## src/hdl/mbs_pkg.sv

```systemverilog
`default_nettype none
package mbs_pkg;
   // ************************************************************
   // register map
   // ************************************************************
   localparam logic [15:0] REG_ACTIVE_SETPOINT = 16'h0000;
   localparam logic [15:0] REG_PROCESS_VALUE = 16'h0001;
   localparam logic [15:0] REG_OUTPUT_POWER = 16'h0002;
   localparam logic [15:0] REG_DISPLAY_VALUE = 16'h0004;
   localparam logic [15:0] REG_SCREEN_INDEX = 16'h0005;
   localparam logic [15:0] REG_STATUS_ONE = 16'h0006;
   localparam logic [15:0] REG_FIRMWARE_VERSION = 16'h0007;
   localparam logic [15:0] REG_PRODUCT_IDENTITY = 16'h0008;
   localparam logic [15:0] REG_STATUS_TWO = 16'h0009;
   localparam logic [15:0] REG_STATUS_THREE = 16'h000a;
   localparam logic [15:0] REG_INTEGRAL_RATE = 16'h000b;
   localparam logic [15:0] REG_DERIVATIVE_TIME = 16'h000c;
   localparam logic [15:0] REG_PROPORTIONAL_BAND = 16'h000d;
   localparam logic [15:0] REG_PROGRAM_TIME_BASE = 16'h000e;
   localparam logic [15:0] REG_PWM_CYCLE_TIME = 16'h000f;
   localparam logic [15:0] REG_COUNT = 16'h0011;
   localparam logic [15:0] REG_WRITABLE_FROM = 16'h000c;
   // ************************************************************
   // limits and reset values
   // ************************************************************
   localparam logic signed [15:0] DISPLAY_MIN = -16'sd1999;
   localparam logic signed [15:0] DISPLAY_MAX = 16'sd9999;
   localparam logic signed [15:0] INTEGRAL_MAX = 16'sd3000;
   localparam logic signed [15:0] PROPBAND_MAX = 16'sd5000;
   localparam logic signed [15:0] PWM_MIN = 16'sd5;
   localparam logic signed [15:0] PWM_MAX = 16'sd1000;
   localparam logic signed [15:0] TIMEBASE_MAX = 16'sd1;
   localparam logic [15:0] RST_INTEGRAL = 16'h0064;
   localparam logic [15:0] RST_DERIV = 16'h0000;
   localparam logic [15:0] RST_PROPBAND = 16'h0064;
   localparam logic [15:0] RST_TIMEBASE = 16'h0000;
   localparam logic [15:0] RST_PWM = 16'h0032;
   localparam logic [15:0] RST_SETPOINT = 16'h0000;
   localparam logic [15:0] RST_DISPLAY = 16'h0000;
   localparam logic [7:0] NODE_MAX = 8'hf7;
   localparam logic [7:0] BROADCAST_ADDR = 8'h00;
   // ************************************************************
   // function codes and exceptions
   // ************************************************************
   localparam logic [7:0] FC_READ_HOLDING = 8'h03;
   localparam logic [7:0] FC_FORCE_COIL = 8'h05;
   localparam logic [7:0] FC_PRESET_REG = 8'h06;
   localparam logic [7:0] EXC_ILLEGAL_FUNC = 8'h01;
   localparam logic [7:0] EXC_ILLEGAL_ADDR = 8'h02;
   localparam logic [7:0] EXC_ILLEGAL_VALUE = 8'h03;
   localparam logic [7:0] EXC_FLAG = 8'h80;
   localparam logic [15:0] CRC_INIT = 16'hffff;
   localparam logic [15:0] CRC_POLY = 16'ha001;
   localparam logic [15:0] MAX_READ_COUNT = 16'h007d;
   // ************************************************************
   // timing
   // ************************************************************
   localparam int CLOCK_HZ = 200000000;
   localparam int BAUD_MIN = 1200;
   localparam int BITS_PER_CHAR = 10;
   localparam int SILENCE_CHARS_X2 = 7;
   localparam logic [15:0] BAUD_DIV_MIN =
      16'((CLOCK_HZ / (BAUD_MIN * 16) > 65535) ? 65535 : CLOCK_HZ / (BAUD_MIN * 16));
   localparam logic [15:0] SILENCE_TICKS = 16'((SILENCE_CHARS_X2 * BITS_PER_CHAR * 16) / 2);
   localparam logic [15:0] PRODUCT_ID_DEFAULT = 16'h0a5a;
   localparam logic [15:0] FW_VERSION_DEFAULT = 16'h0064;

   typedef struct packed {
      logic [7:0] data;
      logic last;
   } mbs_byte_s;

   typedef struct packed {
      logic signed [15:0] activeSetpoint;
      logic signed [15:0] setpointLowLimit;
      logic signed [15:0] setpointHighLimit;
      logic signed [15:0] processValue;
      logic signed [15:0] outputPower;
      logic signed [15:0] displayValue;
      logic [15:0] screenIndex;
      logic [15:0] statusOne;
      logic [15:0] statusTwo;
      logic [15:0] statusThree;
      logic [1:0] decimalPositionSetting;
   } mbs_proc_s;
endpackage
`default_nettype wire

```

## src/hdl/mbs_fifo.sv

```systemverilog
`default_nettype none
module mbs_fifo #(
   parameter int WIDTH = 9,
   parameter int DEPTH = 8
) (
   input wire logic clock,
   input wire logic rst_b,
   input wire logic [WIDTH-1:0] inData,
   input wire logic inValid,
   output logic inReady,
   output logic [WIDTH-1:0] outData,
   output logic outValid,
   input wire logic outReady
);
   localparam int AW = $clog2(DEPTH);
   typedef struct packed {
      logic [DEPTH-1:0][WIDTH-1:0] mem;
      logic [AW-1:0] wrPtr;
      logic [AW-1:0] rdPtr;
      logic [AW:0] count;
   } mbs_fifo_s;
   mbs_fifo_s state_reg, state_next;
   logic doWrite, doRead;

   assign inReady = state_reg.count != (AW+1)'(DEPTH);
   assign outValid = state_reg.count != '0;
   assign outData = state_reg.mem[state_reg.rdPtr];
   assign doWrite = inValid && inReady;
   assign doRead = outValid && outReady;

   always_comb begin
      state_next = state_reg;
      if (doWrite) begin
         state_next.mem[state_reg.wrPtr] = inData;
         state_next.wrPtr = (state_reg.wrPtr == AW'(DEPTH-1)) ? '0 : state_reg.wrPtr + 1'b1;
      end
      if (doRead) begin
         state_next.rdPtr = (state_reg.rdPtr == AW'(DEPTH-1)) ? '0 : state_reg.rdPtr + 1'b1;
      end
      if (doWrite && !doRead) begin
         state_next.count = state_reg.count + 1'b1;
      end else if (doRead && !doWrite) begin
         state_next.count = state_reg.count - 1'b1;
      end
   end

   always_ff @(posedge clock or negedge rst_b) begin
      if (!rst_b) begin
         state_reg <= '0;
      end else begin
         state_reg <= state_next;
      end
   end
endmodule
`default_nettype wire

```

## src/hdl/mbs_slave.sv

```systemverilog
`default_nettype none
module mbs_slave
   import mbs_pkg::*;
#(
   parameter logic [15:0] PRODUCT_ID = PRODUCT_ID_DEFAULT, // arbitrary value
   parameter logic [15:0] FW_VERSION = FW_VERSION_DEFAULT
) (
   input wire logic clock,
   input wire logic rst_b,
   input wire logic rxPin,
   output logic txData,
   output logic txEnable,
   input wire logic [15:0] lineSpeedSetting,
   input wire logic [7:0] nodeAddress,
   input wire mbs_pkg::mbs_proc_s procIn,
   output logic signed [15:0] screenSetpoint,
   output logic signed [15:0] displayWrite,
   output logic displayWriteStrobe,
   output logic signed [15:0] integralRate,
   output logic signed [15:0] derivativeTime,
   output logic signed [15:0] proportionalBand,
   output logic signed [15:0] programTimeBase,
   output logic signed [15:0] pwmCycleTime,
   output logic coilWriteStrobe,
   output logic [15:0] coilAddress,
   output logic coilValue
);
   import mbs_pkg::*;

   // ************************************************************
   // state
   // ************************************************************
   typedef enum logic [2:0] {
      ST_IDLE = 3'b000,
      ST_RECV = 3'b001,
      ST_EXEC = 3'b010,
      ST_SEND = 3'b011,
      ST_DROP = 3'b100
   } mbs_state_e;

   typedef struct packed {
      mbs_state_e st;
      logic rxS1, rxS2;
      logic [15:0] tickCnt;
      logic [3:0] rxPhase, rxBit;
      logic rxBusy;
      logic [7:0] rxShift;
      logic [15:0] silence;
      logic [7:0] rxCount;
      logic [7:0][7:0] rxBuf;
      logic [15:0] crc;
      logic [7:0] txCount, txLen, txIdx;
      logic [15:0] txCrc;
      logic crcLoHi;
      logic [3:0] txPhase, txBit;
      logic [9:0] txShift;
      logic txBusy, txLine, txEn;
      logic [15:0] regIdx, regLeft;
      logic signed [15:0] sp, disp, ir, dt, pb, tb, ct;
      logic dispStb, coilStb, coilVal;
      logic [15:0] coilAddr;
   } mbs_slave_s;
   mbs_slave_s s_reg, s_next;

   logic fifoInValid, fifoInReady, fifoOutValid, fifoOutReady;
   mbs_byte_s fifoIn, fifoOut;
   logic tick;
   logic [15:0] baudDiv;

   assign baudDiv = (lineSpeedSetting < 16'h0001 || lineSpeedSetting > BAUD_DIV_MIN) ?
      BAUD_DIV_MIN : lineSpeedSetting;
   assign tick = s_reg.tickCnt == 16'h0000;

   // ************************************************************
   // helpers
   // ************************************************************
   function automatic logic [15:0] crcStep(input logic [15:0] c, input logic [7:0] d);
      logic [15:0] r;
      r = c ^ {8'h00, d};
      for (int i = 0; i < 8; i++) begin
         r = r[0] ? ((r >> 1) ^ CRC_POLY) : (r >> 1);
      end
      return r;
   endfunction

   function automatic logic signed [15:0] clampS(input logic signed [15:0] v,
                                                 input logic signed [15:0] lo,
                                                 input logic signed [15:0] hi);
      return (v < lo) ? lo : ((v > hi) ? hi : v);
   endfunction

   function automatic logic [15:0] readReg(input logic [15:0] a, input mbs_slave_s s,
                                           input mbs_proc_s p);
      case (a)
         REG_ACTIVE_SETPOINT: return p.activeSetpoint;
         REG_PROCESS_VALUE: return p.processValue;
         REG_OUTPUT_POWER: return p.outputPower;
         REG_DISPLAY_VALUE: return p.displayValue;
         REG_SCREEN_INDEX: return p.screenIndex;
         REG_STATUS_ONE: return p.statusOne;
         REG_FIRMWARE_VERSION: return FW_VERSION;
         REG_PRODUCT_IDENTITY: return PRODUCT_ID;
         REG_STATUS_TWO: return p.statusTwo;
         REG_STATUS_THREE: return p.statusThree;
         REG_INTEGRAL_RATE: return s.ir;
         REG_DERIVATIVE_TIME: return s.dt;
         REG_PROPORTIONAL_BAND: return s.pb;
         REG_PROGRAM_TIME_BASE: return s.tb;
         REG_PWM_CYCLE_TIME: return s.ct;
         default: return 16'h0000;
      endcase
   endfunction

   // ************************************************************
   // received byte buffer
   // ************************************************************
   mbs_fifo #(
      .WIDTH($bits(mbs_byte_s)),
      .DEPTH(8)
   ) rxFifo (
      .clock(clock),
      .rst_b(rst_b),
      .inData(fifoIn),
      .inValid(fifoInValid),
      .inReady(fifoInReady),
      .outData(fifoOut),
      .outValid(fifoOutValid),
      .outReady(fifoOutReady)
   );

   // ************************************************************
   // next state
   // ************************************************************
   logic [7:0] fn;
   logic [15:0] addr, val;
   logic mine, bcast, rxDone;
   logic [7:0] rxByte;
   logic [7:0] b;
   logic [15:0] w;

   always_comb begin
      s_next = s_reg;
      fifoIn = '0;
      fifoInValid = 1'b0;
      fifoOutReady = 1'b0;
      rxDone = 1'b0;
      rxByte = 8'h00;
      b = 8'h00;
      w = 16'h0000;
      fn = s_reg.rxBuf[1];
      addr = {s_reg.rxBuf[2], s_reg.rxBuf[3]};
      val = {s_reg.rxBuf[4], s_reg.rxBuf[5]};
      bcast = s_reg.rxBuf[0] == BROADCAST_ADDR;
      mine = s_reg.rxBuf[0] == nodeAddress && nodeAddress != BROADCAST_ADDR
             && nodeAddress <= NODE_MAX;
      s_next.dispStb = 1'b0;
      s_next.coilStb = 1'b0;
      s_next.rxS1 = rxPin;
      s_next.rxS2 = s_reg.rxS1;
      s_next.tickCnt = tick ? baudDiv - 16'h0001 : s_reg.tickCnt - 16'h0001;

      // receiver: 16x oversampled 8N1
      if (tick) begin
         if (s_reg.silence != 16'hffff) begin
            s_next.silence = s_reg.silence + 16'h0001;
         end
         if (!s_reg.rxBusy) begin
            if (!s_reg.rxS2) begin
               s_next.rxBusy = 1'b1;
               s_next.rxPhase = 4'h0;
               s_next.rxBit = 4'h0;
            end
         end else begin
            s_next.rxPhase = s_reg.rxPhase + 4'h1;
            if (s_reg.rxPhase == 4'h7) begin
               if (s_reg.rxBit == 4'h0 && s_reg.rxS2) begin
                  s_next.rxBusy = 1'b0;
               end else if (s_reg.rxBit == 4'h9) begin
                  s_next.rxBusy = 1'b0;
                  s_next.silence = 16'h0000;
                  rxDone = s_reg.rxS2;
                  rxByte = s_reg.rxShift;
               end else if (s_reg.rxBit != 4'h0) begin
                  s_next.rxShift = {s_reg.rxS2, s_reg.rxShift[7:1]};
               end
            end
            if (s_reg.rxPhase == 4'hf) begin
               s_next.rxBit = s_reg.rxBit + 4'h1;
            end
         end
      end
      fifoIn.data = rxByte;
      fifoIn.last = 1'b0;
      fifoInValid = rxDone;

      // ---- frame engine ----
      case (s_reg.st)
         ST_IDLE: begin
            s_next.rxCount = 8'h00;
            s_next.crc = CRC_INIT;
            if (fifoOutValid) begin
               s_next.st = ST_RECV;
            end
         end
         ST_RECV: begin
            fifoOutReady = 1'b1;
            if (fifoOutValid) begin
               if (s_reg.rxCount < 8'h08) begin
                  s_next.rxBuf[s_reg.rxCount[2:0]] = fifoOut.data;
                  s_next.crc = crcStep(s_reg.crc, fifoOut.data);
                  s_next.rxCount = s_reg.rxCount + 8'h01;
               end else begin
                  s_next.st = ST_DROP;
               end
            end else if (s_reg.silence >= SILENCE_TICKS && !s_reg.rxBusy) begin
               s_next.st = (s_reg.rxCount == 8'h08 && s_reg.crc == 16'h0000) ? ST_EXEC : ST_IDLE;
            end
         end
         ST_DROP: begin
            fifoOutReady = 1'b1;
            if (!fifoOutValid && s_reg.silence >= SILENCE_TICKS) begin
               s_next.st = ST_IDLE;
            end
         end
         ST_EXEC: begin
            s_next.st = ST_IDLE;
            s_next.txIdx = 8'h00;
            s_next.txCrc = CRC_INIT;
            s_next.crcLoHi = 1'b0;
            if (mine || bcast) begin
               s_next.st = bcast ? ST_IDLE : ST_SEND;
               s_next.txLen = 8'h06;
               if (fn == FC_READ_HOLDING) begin
                  if (val == 16'h0000 || val > MAX_READ_COUNT || {1'b0, addr} + {1'b0, val} > {1'b0, REG_COUNT}) begin
                     s_next.rxBuf[1] = fn | EXC_FLAG;
                     s_next.rxBuf[2] = (val == 16'h0000 || val > MAX_READ_COUNT) ?
                        EXC_ILLEGAL_VALUE : EXC_ILLEGAL_ADDR;
                     s_next.txLen = 8'h03;
                  end else begin
                     s_next.regIdx = addr;
                     s_next.regLeft = val;
                     s_next.rxBuf[2] = 8'(val << 1);
                     s_next.txLen = 8'(8'h03 + 8'(val << 1));
                  end
                  if (bcast) s_next.st = ST_IDLE;
               end else if (fn == FC_PRESET_REG) begin
                  case (addr)
                     REG_ACTIVE_SETPOINT: s_next.sp = clampS(val, procIn.setpointLowLimit,
                                                            procIn.setpointHighLimit);
                     REG_DISPLAY_VALUE: begin
                        s_next.disp = clampS(val, DISPLAY_MIN, DISPLAY_MAX);
                        s_next.dispStb = 1'b1;
                     end
                     REG_INTEGRAL_RATE: s_next.ir = clampS(val, 16'sd0, INTEGRAL_MAX);
                     REG_DERIVATIVE_TIME: s_next.dt = val;
                     REG_PROPORTIONAL_BAND: s_next.pb = clampS(val, 16'sd0, PROPBAND_MAX);
                     REG_PROGRAM_TIME_BASE: s_next.tb = clampS(val, 16'sd0, TIMEBASE_MAX);
                     REG_PWM_CYCLE_TIME: s_next.ct = clampS(val, PWM_MIN, PWM_MAX);
                     default: ;
                  endcase
               end else if (fn == FC_FORCE_COIL) begin
                  s_next.coilStb = 1'b1;
                  s_next.coilAddr = addr;
                  s_next.coilVal = val == 16'hff00;
               end else begin
                  s_next.rxBuf[1] = fn | EXC_FLAG;
                  s_next.rxBuf[2] = EXC_ILLEGAL_FUNC;
                  s_next.txLen = 8'h03;
               end
            end
         end
         ST_SEND: begin
            if (!s_reg.txBusy && tick) begin
               if (s_reg.txIdx < s_reg.txLen + 8'h02) begin
                  b = 8'h00;
                  w = readReg(s_reg.regIdx, s_reg, procIn);
                  if (s_reg.txIdx == s_reg.txLen) begin
                     b = s_reg.txCrc[7:0];
                  end else if (s_reg.txIdx == s_reg.txLen + 8'h01) begin
                     b = s_reg.txCrc[15:8];
                  end else if (fn == FC_READ_HOLDING && s_reg.txIdx >= 8'h03) begin
                     b = s_reg.crcLoHi ? w[7:0] : w[15:8];
                     s_next.crcLoHi = !s_reg.crcLoHi;
                     if (s_reg.crcLoHi) s_next.regIdx = s_reg.regIdx + 16'h0001;
                  end else begin
                     b = s_reg.rxBuf[s_reg.txIdx[2:0]];
                  end
                  if (s_reg.txIdx < s_reg.txLen) s_next.txCrc = crcStep(s_reg.txCrc, b);
                  s_next.txShift = {1'b1, b, 1'b0};
                  s_next.txBusy = 1'b1;
                  s_next.txEn = 1'b1;
                  s_next.txPhase = 4'h0;
                  s_next.txBit = 4'h0;
                  s_next.txIdx = s_reg.txIdx + 8'h01;
               end else begin
                  s_next.txEn = 1'b0;
                  s_next.st = ST_IDLE;
               end
            end
         end
         default: s_next.st = ST_IDLE;
      endcase

      // ---- transmitter ----
      if (s_reg.txBusy && tick) begin
         s_next.txLine = s_reg.txShift[0];
         s_next.txPhase = s_reg.txPhase + 4'h1;
         if (s_reg.txPhase == 4'hf) begin
            s_next.txShift = {1'b1, s_reg.txShift[9:1]};
            s_next.txBit = s_reg.txBit + 4'h1;
            if (s_reg.txBit == 4'h9) begin
               s_next.txBusy = 1'b0;
               s_next.txLine = 1'b1;
            end
         end
      end else if (!s_reg.txBusy) begin
         s_next.txLine = 1'b1;
      end
   end

   always_ff @(posedge clock or negedge rst_b) begin
      if (!rst_b) begin
         s_reg <= '0;
         s_reg.st <= ST_IDLE;
         s_reg.rxS1 <= 1'b1;
         s_reg.rxS2 <= 1'b1;
         s_reg.txLine <= 1'b1;
         s_reg.silence <= 16'hffff;
         s_reg.sp <= RST_SETPOINT;
         s_reg.disp <= RST_DISPLAY;
         s_reg.ir <= RST_INTEGRAL;
         s_reg.dt <= RST_DERIV;
         s_reg.pb <= RST_PROPBAND;
         s_reg.tb <= RST_TIMEBASE;
         s_reg.ct <= RST_PWM;
      end else begin
         s_reg <= s_next;
      end
   end

   // ************************************************************
   // outputs
   // ************************************************************
   assign txData = s_reg.txLine;
   assign txEnable = s_reg.txEn;
   assign screenSetpoint = s_reg.sp;
   assign displayWrite = s_reg.disp;
   assign displayWriteStrobe = s_reg.dispStb;
   assign integralRate = s_reg.ir;
   assign derivativeTime = s_reg.dt;
   assign proportionalBand = s_reg.pb;
   assign programTimeBase = s_reg.tb;
   assign pwmCycleTime = s_reg.ct;
   assign coilWriteStrobe = s_reg.coilStb;
   assign coilAddress = s_reg.coilAddr;
   assign coilValue = s_reg.coilVal;
endmodule
`default_nettype wire

```

## config.mk

```make
export PLATFORM = sky130hd
export DESIGN_NAME = mbs_slave
export DESIGN_NICKNAME = d
export VERILOG_FILES = /design/src/hdl/mbs_pkg.sv /design/src/hdl/mbs_fifo.sv /design/src/hdl/mbs_slave.sv
export SDC_FILE = /design/constraint.sdc
export NUM_CORES = 1
export LEC_CHECK = 0
export BUFFER_PORTS_ARGS = -buffer_cell sky130_fd_sc_hd__buf_2
export CELL_PAD_IN_SITES_DETAIL_PLACEMENT = 1
export CELL_PAD_IN_SITES_GLOBAL_PLACEMENT = 1
export CORE_MARGIN = 1.5
export CORE_UTILIZATION = 41
export CTS_CLUSTER_DIAMETER = 200
export DETAILED_ROUTE_END_ITERATION = 6
export HOLD_SLACK_MARGIN = 0.15
export PLACE_DENSITY = 0.79
export SYNTH_ARGS = -nofsm -noshare
export SYNTH_HDL_FRONTEND = slang
export SYNTH_SLANG_ARGS = --single-unit
```

## constraint.sdc

```tcl
create_clock -name clock -period 3.9 [get_ports clock]
set_input_delay 0 -clock clock [delete_from_list [all_inputs] [get_ports clock]]
set_output_delay 0 -clock clock [all_outputs]
set_load 0.03 [all_outputs]
```

==> results.rst <==
.. list-table::
   :header-rows: 1

   * - Metric
     - Value
   * - FILL cells
     - about 6,900
   * - Required arrival time at the worst endpoint
     - about 4.4 ns
   * - Starting density of the core
     - approximately two fifths
   * - Vias in the first global route
     - about 26,000
   * - Compound-Gate Fraction of Synth Area
     - between 10% and 20%
   * - Result of the run
     - finished, final reports clean
   * - Wire length of the first global-routing pass
     - between 150,000 and 200,000 um
   * - Worst hold slack across all endpoints
     - ~0.17 ns
   * - Count of synthesis-stage warnings from yosys
     - 0
   * - Die area
     - 63,300 um^2
   * - Via total after detailed routing
     - roughly 24,000
   * - Count of unresolved DRC violations after routing
     - 0
   * - Number of antenna violations at the first check in global routing
     - 1
   * - Primary flip-flop cell chosen by synthesis mapping
     - sky130_fd_sc_hd__dfrtp_1
   * - Number of enable-type register cells in the synthesized netlist
     - 0
   * - Area occupied by multi-input gates
     - 13,400 um^2
   * - Slew of the pin with the lowest slew margin
     - about 0.9 ns
   * - Proportion of synthesized flip-flops having asynchronous set or reset
     - 100%
   * - Library cells used by synthesis
     - 96
   * - Maximum net fanout on the critical path
     - 5
   * - Number of max-slew violations in the final report
     - 0
   * - Mean instance size in the synthesized netlist
     - approximately 9.3 um^2
   * - Count of state elements after synthesis
     - around 410
   * - Slew margin rel.
     - 39.0%
   * - Wire length after detailed routing
     - around 110,000 um
   * - Remaining antenna violation count after routing
     - 0
   * - Startpoint Class
     - register
   * - Post-detail-place hpwl
     - between 70,000 and 80,000 um
   * - Final Hold Viols
     - 0
   * - Die Ht
     - 252 um
   * - Via-to-Cell Ratio
     - 5.98
   * - Later-pin clock latency in the skew report
     - 0.64 ns
   * - Fraction of synthesized area in multiplexers
     - slightly below 9%
   * - Placement Setup Slack
     - -0.134 ns
   * - Max Root-Sink Buffers
     - 3
   * - Clk_skew
     - around 0.04 ns
   * - Arr. time, crit path
     - 4.38 ns
   * - Fraction of the cycle the final worst path needs
     - 100%
   * - Number of setup violations in the final report
     - 0
   * - Adder and majority gate portion of the synthesized area
     - under 10%
   * - RD Place Congestion
     - 0.980
   * - Post-synthesis share of cell area spent on and, or, nand and nor gates
     - 17.0%
   * - Clock period minus final worst setup slack
     - between 3 and 4 ns
   * - Most frequent cells in the layout
     - sky130_fd_sc_hd__dfrtp_1, sky130_fd_sc_hd__nand2_1, sky130_fd_sc_hd__buf_2
   * - DRT Pass-1 Iters
     - 5
   * - Most common library cell in the layout ignoring fill and taps
     - sky130_fd_sc_hd__dfrtp_1
   * - Maximum clock rate
     - 257 MHz
   * - Port bufs
     - 316
   * - Number of cell rows
     - 90
   * - DR WL/cell
     - approximately 27 um
   * - Largest net degree at the start of global routing
     - 98
   * - Endpoint class of the critical path
     - register
   * - Setup_tns
     - 0 ns
   * - Core outline area
     - between 60,000 and 70,000 um^2
   * - Number of buffers added by the clock tree synthesis step
     - 48
   * - Total Nets Final
     - ~3,400
   * - Setup repair after global routing missed its margin
     - yes
   * - Netlist area before placement
     - 25,300 um^2
   * - Post-synthesis share of cell area spent on xor and xnor gates
     - 3.92%
   * - Peak supply drop
     - ~0.42 mV
   * - Class of the tightest hold or removal check
     - input pin to register
   * - Dominant combinational cell family by area after synthesis
     - compound AO/OA/AOI/OAI gates
   * - Flip-flop count of the largest register after layout
     - about 190
   * - Pwr per Cell Area
     - between 400 and 500 nW/um^2
   * - Total area of sequential cells
     - between 10,000 and 15,000 um^2
   * - Reg clk slew, reported paths
     - ~0.06 ns
   * - Leak Pwr
     - between 10 and 15 nW
   * - Post-route worst setup slack
     - 0.00190 ns
   * - Drt initial violations
     - ~1,600
   * - Max_cap viols
     - 0
   * - Overall power
     - between 10 and 15 mW
   * - H-Tree Level Count
     - 2
   * - Fraction of layout cells with a size suffix above 1
     - roughly 28%
   * - Overflow left after global routing
     - 0
   * - Ports
     - ~320
   * - GR Util All Layers
     - 32.9%
   * - Portion of the post-synthesis area used by sequential elements
     - roughly two fifths
   * - Width of the die
     - roughly 250 um
   * - CP Class
     - register to register
   * - TritonCTS Sinks
     - 414
   * - Area delta synth->final
     - 23.8%
   * - CTS Root Buffer Type
     - sky130_fd_sc_hd__clkbuf_16
   * - Cells after synthesis
     - ~2,700
   * - Clock tree from TritonCTS
     - built
[synthesized netlist by cell type, types with 30 or more instances]
master                     count  area share (%)
sky130_fd_sc_hd__o21ai_0     246             4.9
sky130_fd_sc_hd__clkbuf_1    122             1.8
sky130_fd_sc_hd__o31ai_1      39             1.2
sky130_fd_sc_hd__mux2i_1      60             2.4
sky130_fd_sc_hd__a21o_1       35             1.0
sky130_fd_sc_hd__ha_1         91             4.5
sky130_fd_sc_hd__a21oi_1     139             2.7
sky130_fd_sc_hd__xor2_1       37             1.3
sky130_fd_sc_hd__mux4_2       32             2.8
sky130_fd_sc_hd__mux2_2       80             3.6
sky130_fd_sc_hd__nand3_1      79             1.6
sky130_fd_sc_hd__nor3_1       52             1.0
sky130_fd_sc_hd__buf_4       128             3.8
sky130_fd_sc_hd__nor2_1      169             2.5
sky130_fd_sc_hd__xnor2_1      66             2.3
sky130_fd_sc_hd__and2_1       43             1.1
sky130_fd_sc_hd__dfrtp_1     386              38
sky130_fd_sc_hd__nand2_1     354             5.2
sky130_fd_sc_hd__inv_1        92             1.4
sky130_fd_sc_hd__nor4_1       30            0.74
[critical path, cell delays in order, from the launching register on]
cell and delay (ns):
sky130_fd_sc_hd__dfrtp_1 0.39, sky130_fd_sc_hd__or4_4 0.57, sky130_fd_sc_hd__buf_6 0.16, sky130_fd_sc_hd__buf_6 0.11, sky130_fd_sc_hd__a2111oi_4 0.29, sky130_fd_sc_hd__nand3_2 0.18, sky130_fd_sc_hd__a21o_1 0.21, sky130_fd_sc_hd__a311o_1 0.41
sky130_fd_sc_hd__and3_4 0.20, sky130_fd_sc_hd__a2111o_1 0.29, sky130_fd_sc_hd__nand4_2 0.12, sky130_fd_sc_hd__xor3_2 0.38, sky130_fd_sc_hd__xnor2_1 0.15, sky130_fd_sc_hd__a211oi_1 0.22, sky130_fd_sc_hd__a21oi_1 0.07
[where the power goes]
| group | switching, mW | internal, mW |
|---|---|---|
| clock | 2.06 | 2.98 |
| sequential | 0.394 | 4.58 |
| combinational | 2.51 | 2.12 |
| total | 4.97 | 9.68 |
[cell type report]
class	instances	area share, %
multi-input combinational	1958	42.8
sequential	414	33.1
timing repair buffer	652	14.3
clock buffer	66	4.42
tap	782	3.12
clock inverter	23	1.14
inverter	93	1.11
antenna	1	0.00797
[stage by stage]
| step | util (%) | instance area (um^2) | cells |
|---|---|---|---|
| after floorplan | - | 25400 | 2737 |
| after global placement | 46.5 | 28300 | 3796 |
| after detailed placement | 46.5 | 28300 | 3796 |
| after CTS | 50.8 | 30900 | 3966 |
| after global routing | 51.7 | 31400 | 3989 |
| final | 51.7 | 31400 | 3989 |
[cells by family (layout without fill, tap and decap cells)]
kind of cell / after synthesis / in the layout
AO/OA/AOI/OAI: 687 / 687
XOR/XNOR: 107 / 107
adder cells (fa/ha/maj): 93 / 93
buffers and inverters: 366 / 834
flip-flops: 414 / 414
multiplexers: 172 / 172
other: 1 / 4
AND/OR/NAND/NOR: 895 / 896
[worst paths after layout]
path	startpoint	end	slack, ns	cells past startpoint
min in group asynchronous	rst_b	integralRate[6]	0.56	3
worst min register to register	s_next[362]	s_reg[362]	0.36	0
worst max register to register	s_reg[158]	s_reg[199]	0.002	14
worst max-delay path	s_reg[158]	s_reg[199]	0.002	14
worst min-delay path	procIn[39]	s_reg[172]	0.17	6
max in group asynchronous	rst_b	rxFifo.state_reg[26]	2.66	4
[routing by layer]
| metal | part of all wire [%] | global-route usage, % | up-vias | wire length [um] |
|---|---|---|---|---|
| li1 | - | - | 10500 | - |
| met5 | 0 | 0 | - | 0 |
| met3 | 6.0 | 5.80 | 281 | 6330 |
| met1 | 39 | 38.7 | 12100 | 41000 |
| met2 | 50 | 57.7 | 894 | 52800 |
| met4 | 5.5 | 16.5 | 0 | 5810 |
[timing repair]
action,CTS,global route
gates resized for setup,6,72
cloned,0,2
buffers inserted,0,20
hold buffers,81,0
hold endpoints to repair,352,0
pin swaps,1,30
endpoints found under the setup margin,4,51
Power figures use the tool's default switching activity.
